`src/verilog/tfr_pkg.sv`:
```
/*
 * Shared constants for the transmit FIFO control and receive parallel side.
 * Assumes one core clock standing in for the clock multiplier output and
 * the recovered bit clock; all other pins arrive from outside that clock.
 */
package tfr_pkg;
	// ----------------------------------------------------------------
	// widths and divide ratios
	// ----------------------------------------------------------------
	localparam int NIBBLE_W = 4;
	localparam int FIFO_DEPTH = 8;
	localparam int PCLK_DIV = 4;
	localparam int AUX_DIV = 16;
	localparam int DIV_W = 4;
	localparam logic [DIV_W-1:0] AUX_LAST = 4'hf;
	localparam logic [1:0] PCLK_LAST = 2'h3;
	localparam logic [1:0] RX_LOAD_PHASE = 2'h1;
	localparam logic [NIBBLE_W-1:0] ZERO_NIBBLE = 4'h0;

	// ----------------------------------------------------------------
	// flush timing, in parallel clock periods then core cycles
	// ----------------------------------------------------------------
	localparam int FLUSH_PCLKS = 9;
	localparam int FLUSH_CYCLES = FLUSH_PCLKS * PCLK_DIV;
	localparam int FLUSH_CNT_W = 6;
	localparam logic [FLUSH_CNT_W-1:0] FLUSH_CNT_LOAD = 6'(FLUSH_CYCLES - 1);

	// ----------------------------------------------------------------
	// bit positions in the pin synchroniser bank
	// ----------------------------------------------------------------
	localparam int S_DIS = 0;
	localparam int S_AUTO = 1;
	localparam int S_FLUSH = 2;
	localparam int S_LOCK = 3;
	localparam int S_LOSS = 4;
	localparam int S_MUTE = 5;
	localparam int S_TXCLK = 6;
	localparam int S_RXD = 7;
	localparam int S_TXD = 8;
	localparam int SYNC_W = 12;

	// flush sequencer states
	typedef enum logic [1:0] {
		TFR_RUN,
		TFR_HOLD,
		TFR_DRAIN
	} tfr_flush_e;
endpackage

```
`src/verilog/tfr_fifo.sv`:
```
/*
 * Small synchronous FIFO in flip-flops with valid/ready on both sides.
 * Assumes one clock, synchronous active-low reset and a synchronous clear.
 */
`timescale 1ns/10ps
module tfr_fifo #(
	parameter int WIDTH = 4,
	parameter int DEPTH = 8
) (
	input wire logic clk,
	input wire logic nrst,
	input wire logic clear,
	input wire logic in_valid,
	output logic in_ready,
	input wire logic [WIDTH-1:0] in_data,
	output logic out_valid,
	input wire logic out_ready,
	output logic [WIDTH-1:0] out_data
);
	localparam int AW = $clog2(DEPTH);

	logic [WIDTH-1:0] mem [DEPTH];
	logic [AW-1:0] wr_ptr;
	logic [AW-1:0] rd_ptr;
	logic [AW:0] count;
	logic do_push;
	logic do_pop;

	// pointer advance with wrap
	function automatic logic [AW-1:0] next_ptr(input logic [AW-1:0] p);
		next_ptr = (p == AW'(DEPTH - 1)) ? '0 : p + 1'b1;
	endfunction

	// honest full and empty
	assign in_ready = (count != (AW + 1)'(DEPTH));
	assign out_valid = (count != '0);
	assign out_data = mem[rd_ptr];
	assign do_push = in_valid && in_ready;
	assign do_pop = out_valid && out_ready;

	// storage write
	always_ff @(posedge clk) begin
		if (do_push && !clear) begin
			mem[wr_ptr] <= in_data;
		end
	end

	// pointers and fill level
	always_ff @(posedge clk) begin
		if (!nrst || clear) begin
			wr_ptr <= '0;
			rd_ptr <= '0;
			count <= '0;
		end else begin
			if (do_push) begin
				wr_ptr <= next_ptr(wr_ptr);
			end
			if (do_pop) begin
				rd_ptr <= next_ptr(rd_ptr);
			end
			count <= count + (AW + 1)'(do_push) - (AW + 1)'(do_pop);
		end
	end
endmodule

```
`src/verilog/tfr_ctrl.sv`:
```
/*
 * Transmit FIFO flush/overflow control, auxiliary clocks, lock flag and
 * receive parallel output with mute and force-to-zero.
 * Assumes clk is the multiplier output, all pins are asynchronous to it.
 */
// Summary of operation
// - aux transmit clock is the multiplier output divided by sixteen, both rates.
// - aux clock runs while disable is low, stops low while disable is high.
// - lock flag follows the multiplier lock state.
// - spill flag is high while a transmit FIFO overflow stands.
// - after manual flush falls, flush finishes in nine parallel clocks.
// - FIFO held in reset while manual flush is high.
// - with auto flush enabled an overflow starts a flush by itself.
// - all four receive data bits change together on receive clock rise.
// - receive nibble is built MSB first, first bit on bit 3.
// - receive parallel clock is the bit clock divided by four.
// - force-zero input clears receive data outputs asynchronously.
// - transmit nibble sampled on input clock rise, sent MSB first.
// - with mute enabled, loss of signal forces receive data to zero.
`timescale 1ns/10ps
module tfr_ctrl
	import tfr_pkg::*;
(
	input wire logic clk,
	input wire logic nrst,
	input wire logic tx_parallel_clock_in,
	input wire logic [NIBBLE_W-1:0] tx_parallel_data_in,
	input wire logic aux_clock_disable,
	input wire logic auto_flush_enable,
	input wire logic tx_fifo_flush_req,
	input wire logic clock_multiplier_locked,
	input wire logic rx_serial_in,
	input wire logic signal_loss_condition,
	input wire logic signal_loss_mute,
	input wire logic rx_data_force_zero,
	output logic aux_tx_clock_out,
	output logic tx_parallel_clock_out,
	output logic multiplier_lock_flag,
	output logic tx_fifo_spill,
	output logic tx_fifo_ready,
	output logic tx_serial_out,
	output logic [NIBBLE_W-1:0] rx_parallel_data,
	output logic rx_parallel_clock_out
);
	// ----------------------------------------------------------------
	// pin synchronisers
	// ----------------------------------------------------------------
	logic [SYNC_W-1:0] meta;
	logic [SYNC_W-1:0] sync;
	logic txclk_last;

	// two flops on every pin except force-zero, then one more for edge detect
	always_ff @(posedge clk) begin
		if (!nrst) begin
			meta <= '0;
			sync <= '0;
			txclk_last <= 1'b0;
		end else begin
			meta <= {tx_parallel_data_in, rx_serial_in, tx_parallel_clock_in,
				signal_loss_mute, signal_loss_condition, clock_multiplier_locked,
				tx_fifo_flush_req, auto_flush_enable, aux_clock_disable};
			sync <= meta;
			txclk_last <= sync[S_TXCLK];
		end
	end

	// synchronised pin levels
	wire logic dis_s = sync[S_DIS];
	wire logic auto_s = sync[S_AUTO];
	wire logic flush_s = sync[S_FLUSH];
	wire logic lock_s = sync[S_LOCK];
	wire logic mute_on = sync[S_MUTE] && sync[S_LOSS];
	wire logic [NIBBLE_W-1:0] txd_s = sync[S_TXD +: NIBBLE_W];

	// ----------------------------------------------------------------
	// transmit clock outputs
	// ----------------------------------------------------------------
	logic [DIV_W-1:0] div_cnt;
	logic aux_run;
	logic pclk_tick;
	// free-running divider from the multiplier output
	always_ff @(posedge clk) begin
		if (!nrst) begin
			div_cnt <= '0;
		end else begin
			div_cnt <= div_cnt + 1'b1;
		end
	end

	// enable changes only in the low half, so the gate never glitches
	always_ff @(posedge clk) begin
		if (!nrst) begin
			aux_run <= 1'b0;
		end else if (div_cnt == AUX_LAST) begin
			aux_run <= !dis_s;
		end
	end

	assign aux_tx_clock_out = div_cnt[DIV_W-1] && aux_run;
	assign tx_parallel_clock_out = div_cnt[1];
	assign pclk_tick = (div_cnt[1:0] == PCLK_LAST);

	// lock indication
	always_ff @(posedge clk) begin
		if (!nrst) begin
			multiplier_lock_flag <= 1'b0;
		end else begin
			multiplier_lock_flag <= lock_s;
		end
	end

	// ----------------------------------------------------------------
	// transmit FIFO and flush sequencer
	// ----------------------------------------------------------------
	tfr_flush_e state;
	tfr_flush_e next_state;
	logic [FLUSH_CNT_W-1:0] flush_cnt;
	logic fifo_valid;
	logic [NIBBLE_W-1:0] fifo_data;
	// sample on rising edge of the framer's clock
	wire logic push = sync[S_TXCLK] && !txclk_last && (state == TFR_RUN);
	wire logic overflow_evt = push && !tx_fifo_ready;
	wire logic fifo_clear = (state != TFR_RUN);
	wire logic flush_done = (state == TFR_DRAIN) && (flush_cnt == '0) && !flush_s;
	wire logic fifo_pop = pclk_tick && lock_s && (state == TFR_RUN);

	tfr_fifo #(
		.WIDTH(NIBBLE_W),
		.DEPTH(FIFO_DEPTH)
	) u_fifo (
		.clk(clk),
		.nrst(nrst),
		.clear(fifo_clear),
		.in_valid(push),
		.in_ready(tx_fifo_ready),
		.in_data(txd_s),
		.out_valid(fifo_valid),
		.out_ready(fifo_pop),
		.out_data(fifo_data)
	);

	// flush state choice
	always_comb begin
		next_state = state;
		unique case (state)
			TFR_RUN: begin
				if (flush_s) begin
					next_state = TFR_HOLD;
				end else if (overflow_evt && auto_s) begin
					next_state = TFR_DRAIN;
				end
			end
			TFR_HOLD: begin
				if (!flush_s) begin
					next_state = TFR_DRAIN;
				end
			end
			TFR_DRAIN: begin
				if (flush_s) begin
					next_state = TFR_HOLD;
				end else if (flush_cnt == '0) begin
					next_state = TFR_RUN;
				end
			end
		endcase
	end

	// flush state and drain counter
	always_ff @(posedge clk) begin
		if (!nrst) begin
			state <= TFR_RUN;
			flush_cnt <= '0;
		end else begin
			state <= next_state;
			if (next_state == TFR_DRAIN && state != TFR_DRAIN) begin
				flush_cnt <= FLUSH_CNT_LOAD;
			end else if (state == TFR_DRAIN && flush_cnt != '0) begin
				flush_cnt <= flush_cnt - 1'b1;
			end
		end
	end

	// spill flag, a new overflow wins over the clearing flush
	always_ff @(posedge clk) begin
		if (!nrst) begin
			tx_fifo_spill <= 1'b0;
		end else if (overflow_evt) begin
			tx_fifo_spill <= 1'b1;
		end else if (flush_done) begin
			tx_fifo_spill <= 1'b0;
		end
	end

	// ----------------------------------------------------------------
	// transmit serialiser
	// ----------------------------------------------------------------
	logic [NIBBLE_W-1:0] tx_shift;
	// load a nibble per parallel clock, shift out MSB first
	always_ff @(posedge clk) begin
		if (!nrst) begin
			tx_shift <= ZERO_NIBBLE;
		end else if (pclk_tick) begin
			tx_shift <= (fifo_pop && fifo_valid) ? fifo_data : ZERO_NIBBLE;
		end else begin
			tx_shift <= {tx_shift[NIBBLE_W-2:0], 1'b0};
		end
	end

	assign tx_serial_out = tx_shift[NIBBLE_W-1];

	// ----------------------------------------------------------------
	// receive deserialiser
	// ----------------------------------------------------------------
	logic [1:0] rx_cnt;
	logic [NIBBLE_W-2:0] rx_shift;
	logic [NIBBLE_W-1:0] rx_data;
	// load point, where the receive clock is about to rise
	wire logic rx_load = (rx_cnt == RX_LOAD_PHASE);
	// bit counter, its top bit is the receive parallel clock
	always_ff @(posedge clk) begin
		if (!nrst) begin
			rx_cnt <= '0;
		end else begin
			rx_cnt <= rx_cnt + 1'b1;
		end
	end

	// oldest bit ends up on bit 3
	always_ff @(posedge clk) begin
		if (!nrst) begin
			rx_shift <= '0;
		end else begin
			rx_shift <= {rx_shift[NIBBLE_W-3:0], sync[S_RXD]};
		end
	end

	// whole nibble loaded at the receive clock rising edge
	always_ff @(posedge clk) begin
		if (!nrst) begin
			rx_data <= ZERO_NIBBLE;
		end else if (rx_load) begin
			rx_data <= mute_on ? ZERO_NIBBLE : {rx_shift, sync[S_RXD]};
		end
	end

	assign rx_parallel_clock_out = rx_cnt[1];
	// force-zero is a plain gate, no clock in its path
	assign rx_parallel_data = rx_data & {NIBBLE_W{!rx_data_force_zero}};
endmodule

```
`config.mk`:
```
export PLATFORM = sky130hd
export DESIGN_NAME = tfr_ctrl
export DESIGN_NICKNAME = d
export VERILOG_FILES = /design/src/verilog/tfr_pkg.sv /design/src/verilog/tfr_fifo.sv /design/src/verilog/tfr_ctrl.sv
export SDC_FILE = /design/constraint.sdc
export NUM_CORES = 1
export LEC_CHECK = 0
export BUFFER_PORTS_ARGS = -buffer_cell sky130_fd_sc_hd__clkbuf_2
export CORE_UTILIZATION = 55
export CTS_CLUSTER_SIZE = 10
export DETAILED_ROUTE_END_ITERATION = 8
export GPL_ROUTABILITY_DRIVEN = 0
export GPL_TIMING_DRIVEN = 0
export PLACE_DENSITY = 0.73
export SLEW_MARGIN = 25
export SYNTH_ARGS = -nofsm -noshare
export SYNTH_HDL_FRONTEND = slang
export SYNTH_HIERARCHICAL = 1
export SYNTH_SLANG_ARGS = --single-unit
```
`constraint.sdc`:
```
create_clock -name clk -period 5.44 [get_ports clk]
set_input_delay 0.544 -clock clk [delete_from_list [all_inputs] [get_ports clk]]
set_output_delay 0.544 -clock clk [all_outputs]
set_load 0.02 [all_outputs]
```
# Word-level counts from Yosys, hierarchy flattened
# Memory sizes are Yosys's and may differ from the RTL's. A register that Yosys moved wholly into a read port is not among the register bits.
# Index checks and enable logic that the tools add are counted.
classes:
  add_sub_neg: 7
  reduce_logical: 32
  muxes: 19
  n_bitwise: 2
  eq_ne: 10
op_table:
  columns: ["op", "n"]
  rows:
  - ["logical AND 1 bit", 15]
  - ["2-to-1 mux 3 bit", 4]
  - ["2-to-1 mux 4 bit", 3]
  - ["2-to-1 mux 6 bit", 2]
  - ["2-to-1 mux 2 bit", 5]
  - ["zero test 1 bit", 7]
  - ["adder 3 x 1 -> 3 bit (second input constant)", 2]
  - ["equality test 2 bit (second input constant)", 3]
  - ["equality test 3 bit (second input constant)", 2]
  - ["zero test 6 bit", 1]
  - ["one-hot mux 2 bit (3 select lines)", 1]
  - ["nonzero test 2 bit", 3]
  - ["nonzero test 6 bit", 1]
  - ["subtractor 6 x 1 -> 6 bit (second input constant)", 1]
  - ["adder 4 x 1 -> 4 bit", 1]
  - ["adder 4 x 1 -> 4 bit (second input constant)", 1]
  - ["AND 4 bit", 1]
  - ["equality test 2 x 1 -> 1 bit (second input constant)", 2]
  - ["equality test 4 bit (second input constant)", 1]
  - ["2-to-1 mux 1 bit", 4]
  - ["!= test 4 bit (second input constant)", 1]
  - ["nonzero test 4 bit", 1]
  - ["subtractor 4 x 1 -> 4 bit", 1]
  - ["AND reduction 3 bit", 1]
  - ["6 further kinds", 6]
word_totals:
  ramBits: 32
  mem_count: 1
  out_inout_bits: 11
  inputBits: 15
  ff_bits: 63
mem_list:
  columns: ["name", "words", "word_bits", "read_ports", "rd_clocked_by_memory_dff", "write_ports", "line", "rtl"]
  rows:
  - ["u_fifo.mem", 8, 4, 1, 1, 1, "tfr_fifo.sv:22", "logic [WIDTH-1:0] mem [DEPTH];"]

# Depth between registers and ports, before layout
# Gate-level depths: netlist of run 1.
depth:
  word_depth: 11
  mapped_depth: 11
  mapped_depth_nobuf: 11

# Cells and area by module
# The synthesis of run 1 kept the hierarchy.
modules_own_cells:
  columns: ["module", "area_each_um2", "cells_each", "n_inst"]
  rows:
  - ["tfr_ctrl", 1954.4, 191, 1]
  - ["tfr_fifo", 1944.4, 126, 1]

# Worst setup path before layout of run 1
# Ideal clock, no wire load.
synth_timing:
  path_type: "reg2reg"
  from: "reg u_fifo.count[2]"
  to: "reg u_fifo.count[2]"
  path_slack_ps: 3092
  stages_incl_launch_ff: 12
  t_arrival_ps: 2233
  setup_time_ps: 115
  t_required_ps: 5325
  path_cell_list: "dfxtp_1 -> inv_1 -> ha_1 -> nor3b_1 -> inv_1 -> nand2_1 -> ha_1 -> inv_1 -> ha_1 -> fa_1 -> xor2_1 -> and2_1"
synth_via:
  elab_chain_cells: 4
synth_lines:
  columns: ["element", "line", "rtl"]
  rows:
  - ["start: declaration", "tfr_fifo.sv:25", "logic [AW:0] count;"]
  - ["start signal: assignment", "tfr_fifo.sv:61", "count <= count + (AW + 1)'(do_push) - (AW + 1)'(do_pop);"]
  - ["!= test 4 bit", "tfr_fifo.sv:35", "assign in_ready = (count != (AW + 1)'(DEPTH));"]
  - ["via tx_fifo_ready", "tfr_ctrl.sv:40", "output logic tx_fifo_ready,"]
  - ["logical AND 1 bit", "tfr_fifo.sv:38", "assign do_push = in_valid && in_ready;"]
  - ["adder 4 x 1 -> 4 bit", "tfr_fifo.sv:61", null]
  - ["subtractor 4 x 1 -> 4 bit", "tfr_fifo.sv:61", null]
# The timed path passes the listed nets, and every way through them passes these cells.
# A chain may end at the register's enable or synchronous reset.

# Final worst setup path of run 1
layout_timing:
  from: "reg u_fifo.count[2]"
  to: "reg flush_cnt[5]"
layout_via:
  elab_chain_cells: 10
layout_lines:
  columns: ["element", "line", "rtl"]
  rows:
  - ["!= test 4 bit (*)", "tfr_fifo.sv:35", null]
  - ["zero test 1 bit (*)", "tfr_ctrl.sv:122", "wire logic overflow_evt = push && !tx_fifo_ready;"]
  - ["logical AND 1 bit (*)", "tfr_ctrl.sv:122", null]
  - ["logical AND 1 bit (*)", "tfr_ctrl.sv:149", "end else if (overflow_evt && auto_s) begin"]
  - ["2-to-1 mux 2 bit (*)", "tfr_ctrl.sv:149", null]
  - ["2-to-1 mux 2 bit (*)", "tfr_ctrl.sv:147", "if (flush_s) begin"]
  - ["one-hot mux 2 bit (3 select lines) (*)", "tfr_ctrl.sv:145", "unique case (state)"]
  - ["equality test 2 bit (*)", "tfr_ctrl.sv:175", "if (next_state == TFR_DRAIN && state != TFR_DRAIN) begin"]
  - ["logical AND 1 bit (*)", "tfr_ctrl.sv:175", null]
  - ["2-to-1 mux 6 bit / nonzero test 2 bit (equally long branches)", null, null]
  - ["end signal: assignment", "tfr_ctrl.sv:178", "flush_cnt <= flush_cnt - 1'b1;"]
  - ["end: declaration", "tfr_ctrl.sv:117", "logic [FLUSH_CNT_W-1:0] flush_cnt;"]
# Every way passes the cells marked *; elsewhere a longest branch is shown, timed or not.

==> flow_summary_export.csv, run 1 <==
group,metric,value,unit
outcome,status,"complete, no violations",
global_route,grtUsageTotal,0.175,
route,wl_per_cell,13.5,microns
route,wl,6110,microns
timing,slew_viol_final,0,
timing,max_freq,382,MHz
synth,ys_warn_count,6,
floorplanning,ioPinCount,26,
timing,fin_crit_sh,0.481,
place,dp_hpwl,4420,microns
finish,antennaDiodeCount,0,
job,drv_cap,0,
setup_path,critPathMaxStageDelay,520,ps
route,drt_iter0_drc,109,
route,ant_nets,0,
setup_path,cp_data_required_time,5750,ps
synth,synth_cells,317,
synth,syn-num-nets,349,
global_route,grt_pass1_vias,2100,
timing,finalHoldViolations,0,
pwr,power.density,302,nW/um^2
timing,setup_tns,0,ps
timing,min_period,2620,ps
hold_path,holdCritPathClass,"input port to flip-flop",
floorplanning,start_util,0.571,
pwr,leakage,1.68,nW
synth,synth_ff_type,"dfxtp_1",
floorplanning,core_area,6830,sq um
setup_path,path_cells,"inv_1 -> ha_1 -> nor3b_1 -> inv_1 -> nand4bb_1 -> o311ai_0 -> o311a_1 -> o211a_2 -> o21a_1",
setup_path,startpoint_type,"flip-flop",
place,port_buffers,25,
finish,fill_cells,552,
global_route,antenna_found_initial,0,
finish,stdcell_count,454,
setup_path,timing_worst_setup_path_type,"flip-flop to flip-flop",
synth,async_reset_ff_frac,0,
floorplanning,die_h,86.2,microns
setup_path,slowest_stage,"nor3b_1",
setup_path,critPathMaxFanout,6,
global_route,grt_pass1_wl,9690,microns
synth,netlist_area,3900,sq um
timing,setup_viol,0,
finish,fin_nets,385,
floorplanning,rows,30,
setup_path,cp-end-kind,"flip-flop",
finish,syn_to_final_growth,11.8,%
setup_path,crit_path_frequent_cell,"inv_1",
floorplanning,die_w,86.2,microns
clock_network,cts_resized,0,
global_route,grt_overflow,0,
clock_network,clock_path_buffers,2,
clock_network,root_buffer,"clkbuf_8",
synth,synth_enable_flop_cells,32,
synth,yosysUniqueCellTypes,46,
clock_network,numCtsBuffers,9,
route,drcViolationCount,0,
timing,rsz0062_at_grt,"false",
timing,tightestPinTransition,696,ps
route,viasPerCell,5.09,
clock_network,cts_setup_buffers,0,
place,dp_cells,438,
clock_network,clk_pin_slew_worst_paths,90,ps
clock_network,cts_tree,"yes",
route,num_vias,2310,
timing,maxSlewHeadroom,0.532,
route,firstDrtPassIters,4,
clock_network,htreeDepth,3,
synth,seq_area_frac_synth,0.585,
synth,ys_ff_latch,98,
floorplanning,dieArea,7430,sq um
finish,drive_gt1_frac,0.145,
global_route,grt_max_degree,18,
clock_network,cts_hold_buf,0,
timing,clock_skew,13.8,ps
setup_path,crit_arrival,2920,ps
clock_network,insertion_delay,370,ps
pwr,vdd_drop_max,0.000205,V
clock_network,clock_sinks,98,
synth,postSynthAreaPerCell,12.3,sq um
[cells by family (layout without fill, tap and decap cells)]
| logic type | Yosys count | after routing | share of synthesized area |
|---|---|---|---|
| adder cells (fa/ha/maj) | 17 | 17 | 0.0565 |
| AO/OA/AOI/OAI | 42 | 42 | 0.0719 |
| AND/OR/NAND/NOR | 115 | 115 | 0.177 |
| buffers and inverters | 26 | 67 | 0.0270 |
| flip-flops | 98 | 98 | 0.585 |
| XOR/XNOR | 3 | 3 | 0.00674 |
| multiplexers | 16 | 16 | 0.0757 |
[Yosys cell counts, drive strengths merged (2+ instances only)]
| master | n | area, sq um |
|---|---|---|
| dfxtp | 66 | 1320 |
| and2 | 38 | 239 |
| edfxtp | 32 | 961 |
| inv | 18 | 67.6 |
| nand2 | 17 | 63.8 |
| ha | 16 | 200 |
| nor2b | 15 | 93.8 |
| a21oi | 12 | 60.1 |
| a21boi | 9 | 67.6 |
| nor2 | 9 | 33.8 |
| mux4 | 8 | 210 |
| clkbuf | 7 | 26.3 |
| nand2b | 7 | 43.8 |
| nand3 | 5 | 25.0 |
| nor3b | 5 | 37.5 |
| o21ai | 5 | 25.0 |
| and3 | 4 | 25.0 |
| mux2 | 4 | 45.0 |
| mux2i | 4 | 40.0 |
| nor3 | 4 | 20.0 |
| o21a | 3 | 22.5 |
| a211oi | 2 | 15.0 |
| a21o | 2 | 15.0 |
| nand4b | 2 | 17.5 |
| o211ai | 2 | 15.0 |
| or4 | 2 | 18.8 |
| xor2 | 2 | 17.5 |
[sequential cells by signal (all words and copies together), names as in the netlist, named ones only]
register	cells
u_fifo/mem	32
meta	12
sync	12
flush_cnt	6
div_cnt	4
rx_data	4
tx_shift	4
u_fifo/count	4
rx_shift	3
u_fifo/rd_ptr	3
u_fifo/wr_ptr	3
rx_cnt	2
state	2
aux_run	1
multiplier_lock_flag	1
tx_fifo_spill	1
txclk_last	1
[worst max-delay path: cells and delay by family (launching register included)]
kind            cells  cell delay (ps)
compound gates      4              970
fa+ha+maj           1              140
buf+inv             2              320
flops               1              310
simple gates        2              830
[metal layers]
metal  up-vias  global-route usage  part of all wire
li1       1184                   -                 -
met1      1085               0.221              0.48
met2        34               0.289              0.48
met3         7              0.0571             0.033
met4         0              0.0500             0.011
met5         -                   0                 0
[cell type report]
type | count | area [sq um] | share of cell area
clock inverter | 5 | 41.3 | 0.00947
tap | 96 | 120 | 0.0276
timing repair buffer | 25 | 125 | 0.0287
multi-input combinational | 193 | 1510 | 0.347
buffer | 8 | 37.5 | 0.00861
clock buffer | 11 | 174 | 0.0399
inverter | 18 | 67.6 | 0.0155
sequential | 98 | 2280 | 0.524
[worst paths after layout]
| path | from | slack (ps) | endpoint | depth (start not counted) |
|---|---|---|---|---|
| setup reg to reg | u_fifo/count[2]$_SDFF_PP0_ | 2820 | flush_cnt[5]$_SDFFE_PN0P_ | 9 |
| setup / recovery | u_fifo/count[2]$_SDFF_PP0_ | 2820 | flush_cnt[5]$_SDFFE_PN0P_ | 9 |
| hold / removal | auto_flush_enable | 380 | meta[1]$_SDFF_PN0_ | 2 |
| hold reg to reg | rx_cnt[0]$_SDFF_PN0_ | 430 | rx_cnt[0]$_SDFF_PN0_ | 1 |
[report_power, final]
part	internal (mW)	switching (mW)	leakage, nW
Sequential	0.769	0.00966	0.836
Clock	0.227	0.249	0.108
Combinational	0.0280	0.0347	0.732
[metrics by stage]
stage,area (sq um),setup slack [ps],total power [mW],hold WS [ps],util
2_1_floorplan,3900,3090,0.837,396,-
3_3_place_gp,4140,2910,0.857,406,0.607
3_5_place_dp,4140,2890,0.860,416,0.607
4_1_cts,4360,2850,1.33,375,0.638
5_1_grt,4360,2450,1.37,369,0.638
6_report,4360,2820,1.32,384,0.638
[cell usage in the layout, fill, tap and decap left out, types with 4 or more instances in the layout]
master and n:
nor2b_1 15, clkbuf_8 9, dfxtp_1 66, nor2_1 9, and2_1 37, mux2_2 4, nor3_1 4, o21ai_0 5
clkbuf_2 25, nand2b_1 7, edfxtp_1 32, nor3b_1 5, a21oi_1 12, nand3_1 5, and3_1 4, mux2i_1 4
mux4_1 8, ha_1 16, nand2_1 17, a21boi_0 9, inv_1 18, clkbuf_1 7
No activity file was read; power rests on OpenSTA's default activity.
==> run 2, diff against run 1 <==
Clock period 5.44 ns to 2.65 ns, I/O delays scaled along.
==> flow_summary_export.csv, run 2 (same netlist as run 1, synthesis figures left out) <==
group,metric,value,unit
outcome,status,"complete, no violations",
finish,biggestRegsByFlops,"u_fifo/mem: 32 flops, meta: 12 flops, sync: 12 flops",
job,drv_cap,0,
clock_network,htreeDepth,3,
setup_path,crit_arrival,2730,ps
pwr,p_comb_frac,0.048,
timing,maxSlewHeadroom,0.555,
timing,min_period,2480,ps
finish,drive_gt1_frac,0.151,
clock_network,clock_sinks,98,
pwr,intPower,2.10,mW
setup_path,reg2reg_slack,170,ps
global_route,grt_pass1_vias,2100,
setup_path,timing_worst_setup_path_type,"flip-flop to flip-flop",
timing,tightestPinTransition,663,ps
setup_path,critPathMaxFanout,8,
setup_path,crit-reg2reg-launch,"div_cnt[1]$_SDFF_PN0_",
pwr,switchingPower,600,uW
finish,final_common_cell,"dfxtp_1",
floorplanning,start_util,0.571,
timing,setup_viol,0,
clock_network,clock_path_buffers,2,
finish,syn_to_final_growth,12.1,%
floorplanning,dieArea,7430,sq um
global_route,grt_overflow,0,
floorplanning,core_area,6830,sq um
pwr,vdd_drop_max,0.000422,V
finish,antennaDiodeCount,0,
timing,clock_skew,11.4,ps
global_route,grt_pass1_wl,9690,microns
finish,fin_nets,385,
setup_path,startpoint_type,"flip-flop",
pwr,power.density,619,nW/um^2
clock_network,numCtsBuffers,9,
finish,largest_reg_flops,32,
clock_network,clk_pin_slew_worst_paths,90,ps
floorplanning,ioPinCount,26,
timing,finalHoldViolations,0,
clock_network,cts_tree,"yes",
setup_path,cp-end-kind,"flip-flop",
timing,holdWs,110,ps
clock_network,cts_hold_buf,0,
hold_path,holdCritPathClass,"input port to flip-flop",
timing,slew_viol_final,0,
hold_path,hold_path_end,"meta[4]$_SDFF_PN0_",
floorplanning,rows,30,
global_route,grt_max_degree,18,
finish,fill_cells,553,
route,wl,6200,microns
clock_network,root_buffer,"clkbuf_8",
finish,ff_latch_area,2280,sq um
place,port_buffers,25,
timing,max_freq,403,MHz
setup_path,cp_data_required_time,2900,ps
global_route,antenna_found_initial,0,
pwr,leakage,1.69,nW
finish,largest-register,"u_fifo/mem",
setup_path,worstRegToRegCells,10,
hold_path,min_from,"signal_loss_condition",
finish,final_util,0.640,
route,ant_nets,0,
hold_path,holdPathStages,2,
finish,stdcell_count,454,
pwr,swShare,0.222,
route,drt_iter0_drc,161,
route,viasPerCell,5.11,
finish,final_cell_mix,"66 x dfxtp_1, 37 x and2_1, 32 x edfxtp_1, 25 x clkbuf_2, 18 x inv_1",
pwr,pwr-share-seq,0.592,
timing,fin_crit_sh,0.936,
pwr,clkPwrFrac,0.360,
floorplanning,die_w,86.2,microns
clock_network,insertion_delay,360,ps
route,wl_per_cell,13.7,microns
floorplanning,die_h,86.2,microns
route,firstDrtPassIters,4,
setup_path,r2r_end,"u_fifo/count[2]$_SDFF_PP0_",
route,num_vias,2320,
pwr,finalPower,2.70,mW
route,drcViolationCount,0,
global_route,grtUsageTotal,0.175,
place,dp_cells,438,
finish,multiInputGateArea,1520,sq um
place,dp_hpwl,4420,microns
## run 2: cell counts in the layout (fill, tap and decap cells not counted)
Identical to the previous run, type by type.
## run 2: power by group through the flow
stage / Combinational (mW) / Sequential, mW / Clock [mW]
global placement: 0.127 / 1.63 / 0
finish: 0.130 / 1.60 / 0.973
global route: 0.147 / 1.60 / 1.06
detailed placement: 0.130 / 1.63 / 0
floorplan: 0.0848 / 1.63 / 0
CTS: 0.131 / 1.60 / 1.00
## run 2: layout make-up
type | count | area share
Clock inverter | 5 | 0.00945
Sequential cell | 98 | 0.522
Buffer | 8 | 0.00859
Timing Repair Buffer | 25 | 0.0286
Multi-Input combinational cell | 193 | 0.348
Inverter | 18 | 0.0155
Clock buffer | 11 | 0.0398
Tap cell | 96 | 0.0275
## run 2: worst max path at each step
stage	startpoint	endpoint	slack, ps	cells past startpoint
2_1_floorplan	u_fifo/count[2]$_SDFF_PP0_	u_fifo/count[2]$_SDFF_PP0_	300	11
3_3_place_gp	u_fifo/count[2]$_SDFF_PP0_	u_fifo/count[2]$_SDFF_PP0_	120	11
3_5_place_dp	u_fifo/count[2]$_SDFF_PP0_	u_fifo/count[2]$_SDFF_PP0_	100	11
4_1_cts	u_fifo/count[2]$_SDFF_PP0_	u_fifo/count[2]$_SDFF_PP0_	60	11
5_1_grt	u_fifo/count[2]$_SDFF_PP0_	flush_cnt[5]$_SDFFE_PN0P_	-30	9
6_report	div_cnt[1]$_SDFF_PN0_	u_fifo/count[2]$_SDFF_PP0_	170	10
## run 2: repair_timing
action                     in CTS  in global routing
setup endpoints to repair       0                 14
resized for setup               0                  2
buffers inserted                0                  0
## run 2: per-stage QoR
step	cell area, sq um	setup slack [ps]	TNS [ps]
CTS	4360	62.3	0
finish	4370	170	0
detailed placement	4140	95.3	0
global placement	4140	120	0
global route	4370	-26.7	-73.9
floorplan	3900	302	0
## run 2: critical path, cell delays in order (launching register included)
cell	delay, ps
dfxtp_1	370
ha_1	370
and3_1	230
inv_1	70
nor2_1	260
ha_1	170
inv_1	40
ha_1	200
fa_1	380
xor2_1	150
and2_1	150
## run 2: per-layer routing
metal	up-vias	GRT usage	wire length, microns
li1	1181	-	-
met1	1097	0.221	2910
met2	38	0.289	3050
met3	4	0.0571	208
met4	0	0.0500	33
met5	-	0	0
==> run 3, diff against run 2 <==
Settings changed: ABC_AREA set to 1, PLACE_DENSITY 0.73 to not set, PLACE_DENSITY_LB_ADDON set to 0.12, SKIP_LAST_GASP set to 1.
==> flow_summary_export.csv, run 3 <==
group,metric,value,unit
clock_network,root_buffer,"clkbuf_8",
global_route,busiest_layer,"met2",
timing,setup_viol,0,
synth,synth_compound_area_frac,0.0372,
synth,synth_simple_gate_area_frac,0.226,
synth,synth_top_area_frac,0.322,
synth,synth_ff_type,"dfxtp_1",
global_route,grtUsageMet1,0.259,
finish,final_common_cell,"nand2_1",
synth,ys_top_cells_by_count,"130 x nand2_1, 92 x inv_1, 66 x dfxtp_1",
timing,setup_tns,0,ps
synth,netlist_area,4100,sq um
synth,ys_ff_latch,98,
setup_path,worstRegToRegCells,11,
synth,syn-num-nets,520,
route,wl,6870,microns
setup_path,cp-end-kind,"flip-flop",
synth,synth_cells,488,
synth,synth_top_family_by_area,"simple AND/OR/NAND/NOR gates",
route,firstDrtPassIters,6,
global_route,grt.met3_usage,0.0373,
setup_path,startpoint_type,"flip-flop",
clock_network,clock_sinks,98,
global_route,use_met2,0.311,
timing,max_freq,421,MHz
synth,synth_xor_area_frac,0.00640,
floorplanning,die_w,88.4,microns
finish,final_cell_mix,"130 x nand2_1, 92 x inv_1, 66 x dfxtp_1, 34 x nand3_1, 32 x edfxtp_1",
hold_path,holdPathStages,3,
job,drv_cap,0,
timing,clock_skew,13.3,ps
route,viasPerCell,4.74,
clock_network,clk_pin_slew_worst_paths,100,ps
place,dp_hpwl,5060,microns
floorplanning,rows,31,
finish,largest_reg_flops,32,
route,ant_nets,0,
synth,synth_enable_flop_cells,32,
route,num_vias,2978,
place,pre_cts_ws,275,ps
synth,synth_mux_area_frac,0.00274,
hold_path,holdCritPathClass,"input port to flip-flop",
timing,min_period,2380,ps
place,port_buffers,25,
route,drt_iter0_drc,149,
timing,slew_viol_final,0,
timing,holdWs,82.3,ps
finish,fin_nets,556,
clock_network,clock_path_buffers,2,
timing,rsz0062_at_grt,"false",
synth,async_reset_ff_frac,0,
route,drcViolationCount,0,
finish,final_util,0.631,
setup_path,crit_arrival,2640,ps
finish,largest-register,"u_fifo/mem",
pwr,vdd_drop_max,0.000557,V
global_route,antenna_found_initial,0,
finish,syn_to_final_growth,10.9,%
finish,biggestRegsByFlops,"u_fifo/mem: 32 flops, meta: 12 flops, sync: 12 flops",
global_route,grt_overflow,0,
timing,worst_slack,275,ps
synth,postSynthAreaPerCell,8.41,sq um
synth,yosysMostFrequentCell,"nand2_1",
synth,seq_area_frac_synth,0.556,
timing,tightestPinTransition,702,ps
floorplanning,ioPinCount,26,
floorplanning,dieArea,7810,sq um
pwr,leakage,2.27,nW
synth,ys_warn_count,6,
clock_network,insertion_delay,360,ps
clock_network,numCtsBuffers,9,
floorplanning,die_h,88.4,microns
place,dp_cells,612,
finish,stdcell_count,628,
timing,fin_crit_sh,0.896,
floorplanning,start_util,0.569,
synth,yosysUniqueCellTypes,31,
clock_network,cts_resized,0,
pwr,power.density,657,nW/um^2
finish,drive_gt1_frac,0.144,
clock_network,cts_tree,"yes",
timing,maxSlewHeadroom,0.528,
clock_network,cts_hold_buf,0,
floorplanning,core_area,7210,sq um
clock_network,cts_setup_buffers,0,
setup_path,timing_worst_setup_path_type,"flip-flop to flip-flop",
synth,synthAdderAreaFrac,0.0537,
setup_path,critPathMaxFanout,8,
clock_network,htreeDepth,3,
route,wl_per_cell,10.9,microns
synth,yosysTopAreaCell,"dfxtp_1",
synth,yosys-top-cells-area,"dfxtp_1 32%, edfxtp_1 23%, nand2_1 12%",
global_route,grt_max_degree,18,
global_route,grt_pass1_vias,2626,
global_route,grt_pass1_wl,11400,microns
outcome,status,"complete, no violations",
finish,antennaDiodeCount,0,
timing,finalHoldViolations,0,
global_route,grtUsageTotal,0.196,
setup_path,cp_data_required_time,2910,ps
==> run 3: cell types whose count changed after synthesis, moves of 7 or more <==
cell      change
a21boi_0      -9
a21oi_1       +8
and2_1       -36
inv_1        +74
inv_2        +18
mux4_1        -8
nand2_1     +113
nand2b_1      -7
nand3_1      +29
nor2_1       +21
nor2b_1      -15
==> run 3: worst paths after layout <==
path	startpoint	to	slack (ps)
worst max-delay path	state[1]$_SDFF_PN0_	u_fifo/count[1]$_SDFF_PP0_	270
worst min-delay path	clock_multiplier_locked	meta[3]$_SDFF_PN0_	80
worst max register to register	state[1]$_SDFF_PN0_	u_fifo/count[1]$_SDFF_PP0_	270
worst min register to register	sync[0]$_SDFF_PN0_	aux_run$_SDFFE_PN0N_	410
==> run 3: routing by layer <==
layer	routed length (microns)	vias to the layer above
met5	0	-
met2	3100	62
met4	172	0
met3	239	16
li1	-	1559
met1	3360	1341
==> run 3: cell type report <==
cell class	instances	area, sq um
fill	667	2660
sequential	98	2280
multi-input combinational	268	1340
inverter	112	423
clock buffer	10	128
timing repair buffer	25	125
tap	99	124
clock inverter	6	70.1
buffer	10	60.1
==> run 3: cell families after synthesis <==
family	after synthesis
AO/OA/AOI/OAI	30
XOR/XNOR	3
adder cells (fa/ha/maj)	17
buffers and inverters	122
flip-flops	98
multiplexers	1
AND/OR/NAND/NOR	217
==> run 3: power by group <==
group	switching [mW]	leakage [nW]	internal, mW
Sequential	0.0442	0.834	1.61
Clock	0.511	0.0997	0.448
Combinational	0.246	1.34	0.131
==> run 3: per-stage QoR <==
step	cell area [sq um]	total power, mW
3_3_place_gp	4350	2.05
4_1_cts	4550	3.02
3_5_place_dp	4350	2.06
6_report	4550	2.99
2_1_floorplan	4100	1.97
5_1_grt	4550	3.15
==> run 3: critical path, cell delays in order (launching register included) <==
cell and delay (ps):
dfxtp_1 330, inv_1 110, ha_1 210, inv_1 70
nor2_1 400, and2_1 200, ha_1 220, inv_1 60
ha_1 180, fa_1 420, inv_1 60, nor2_1 40
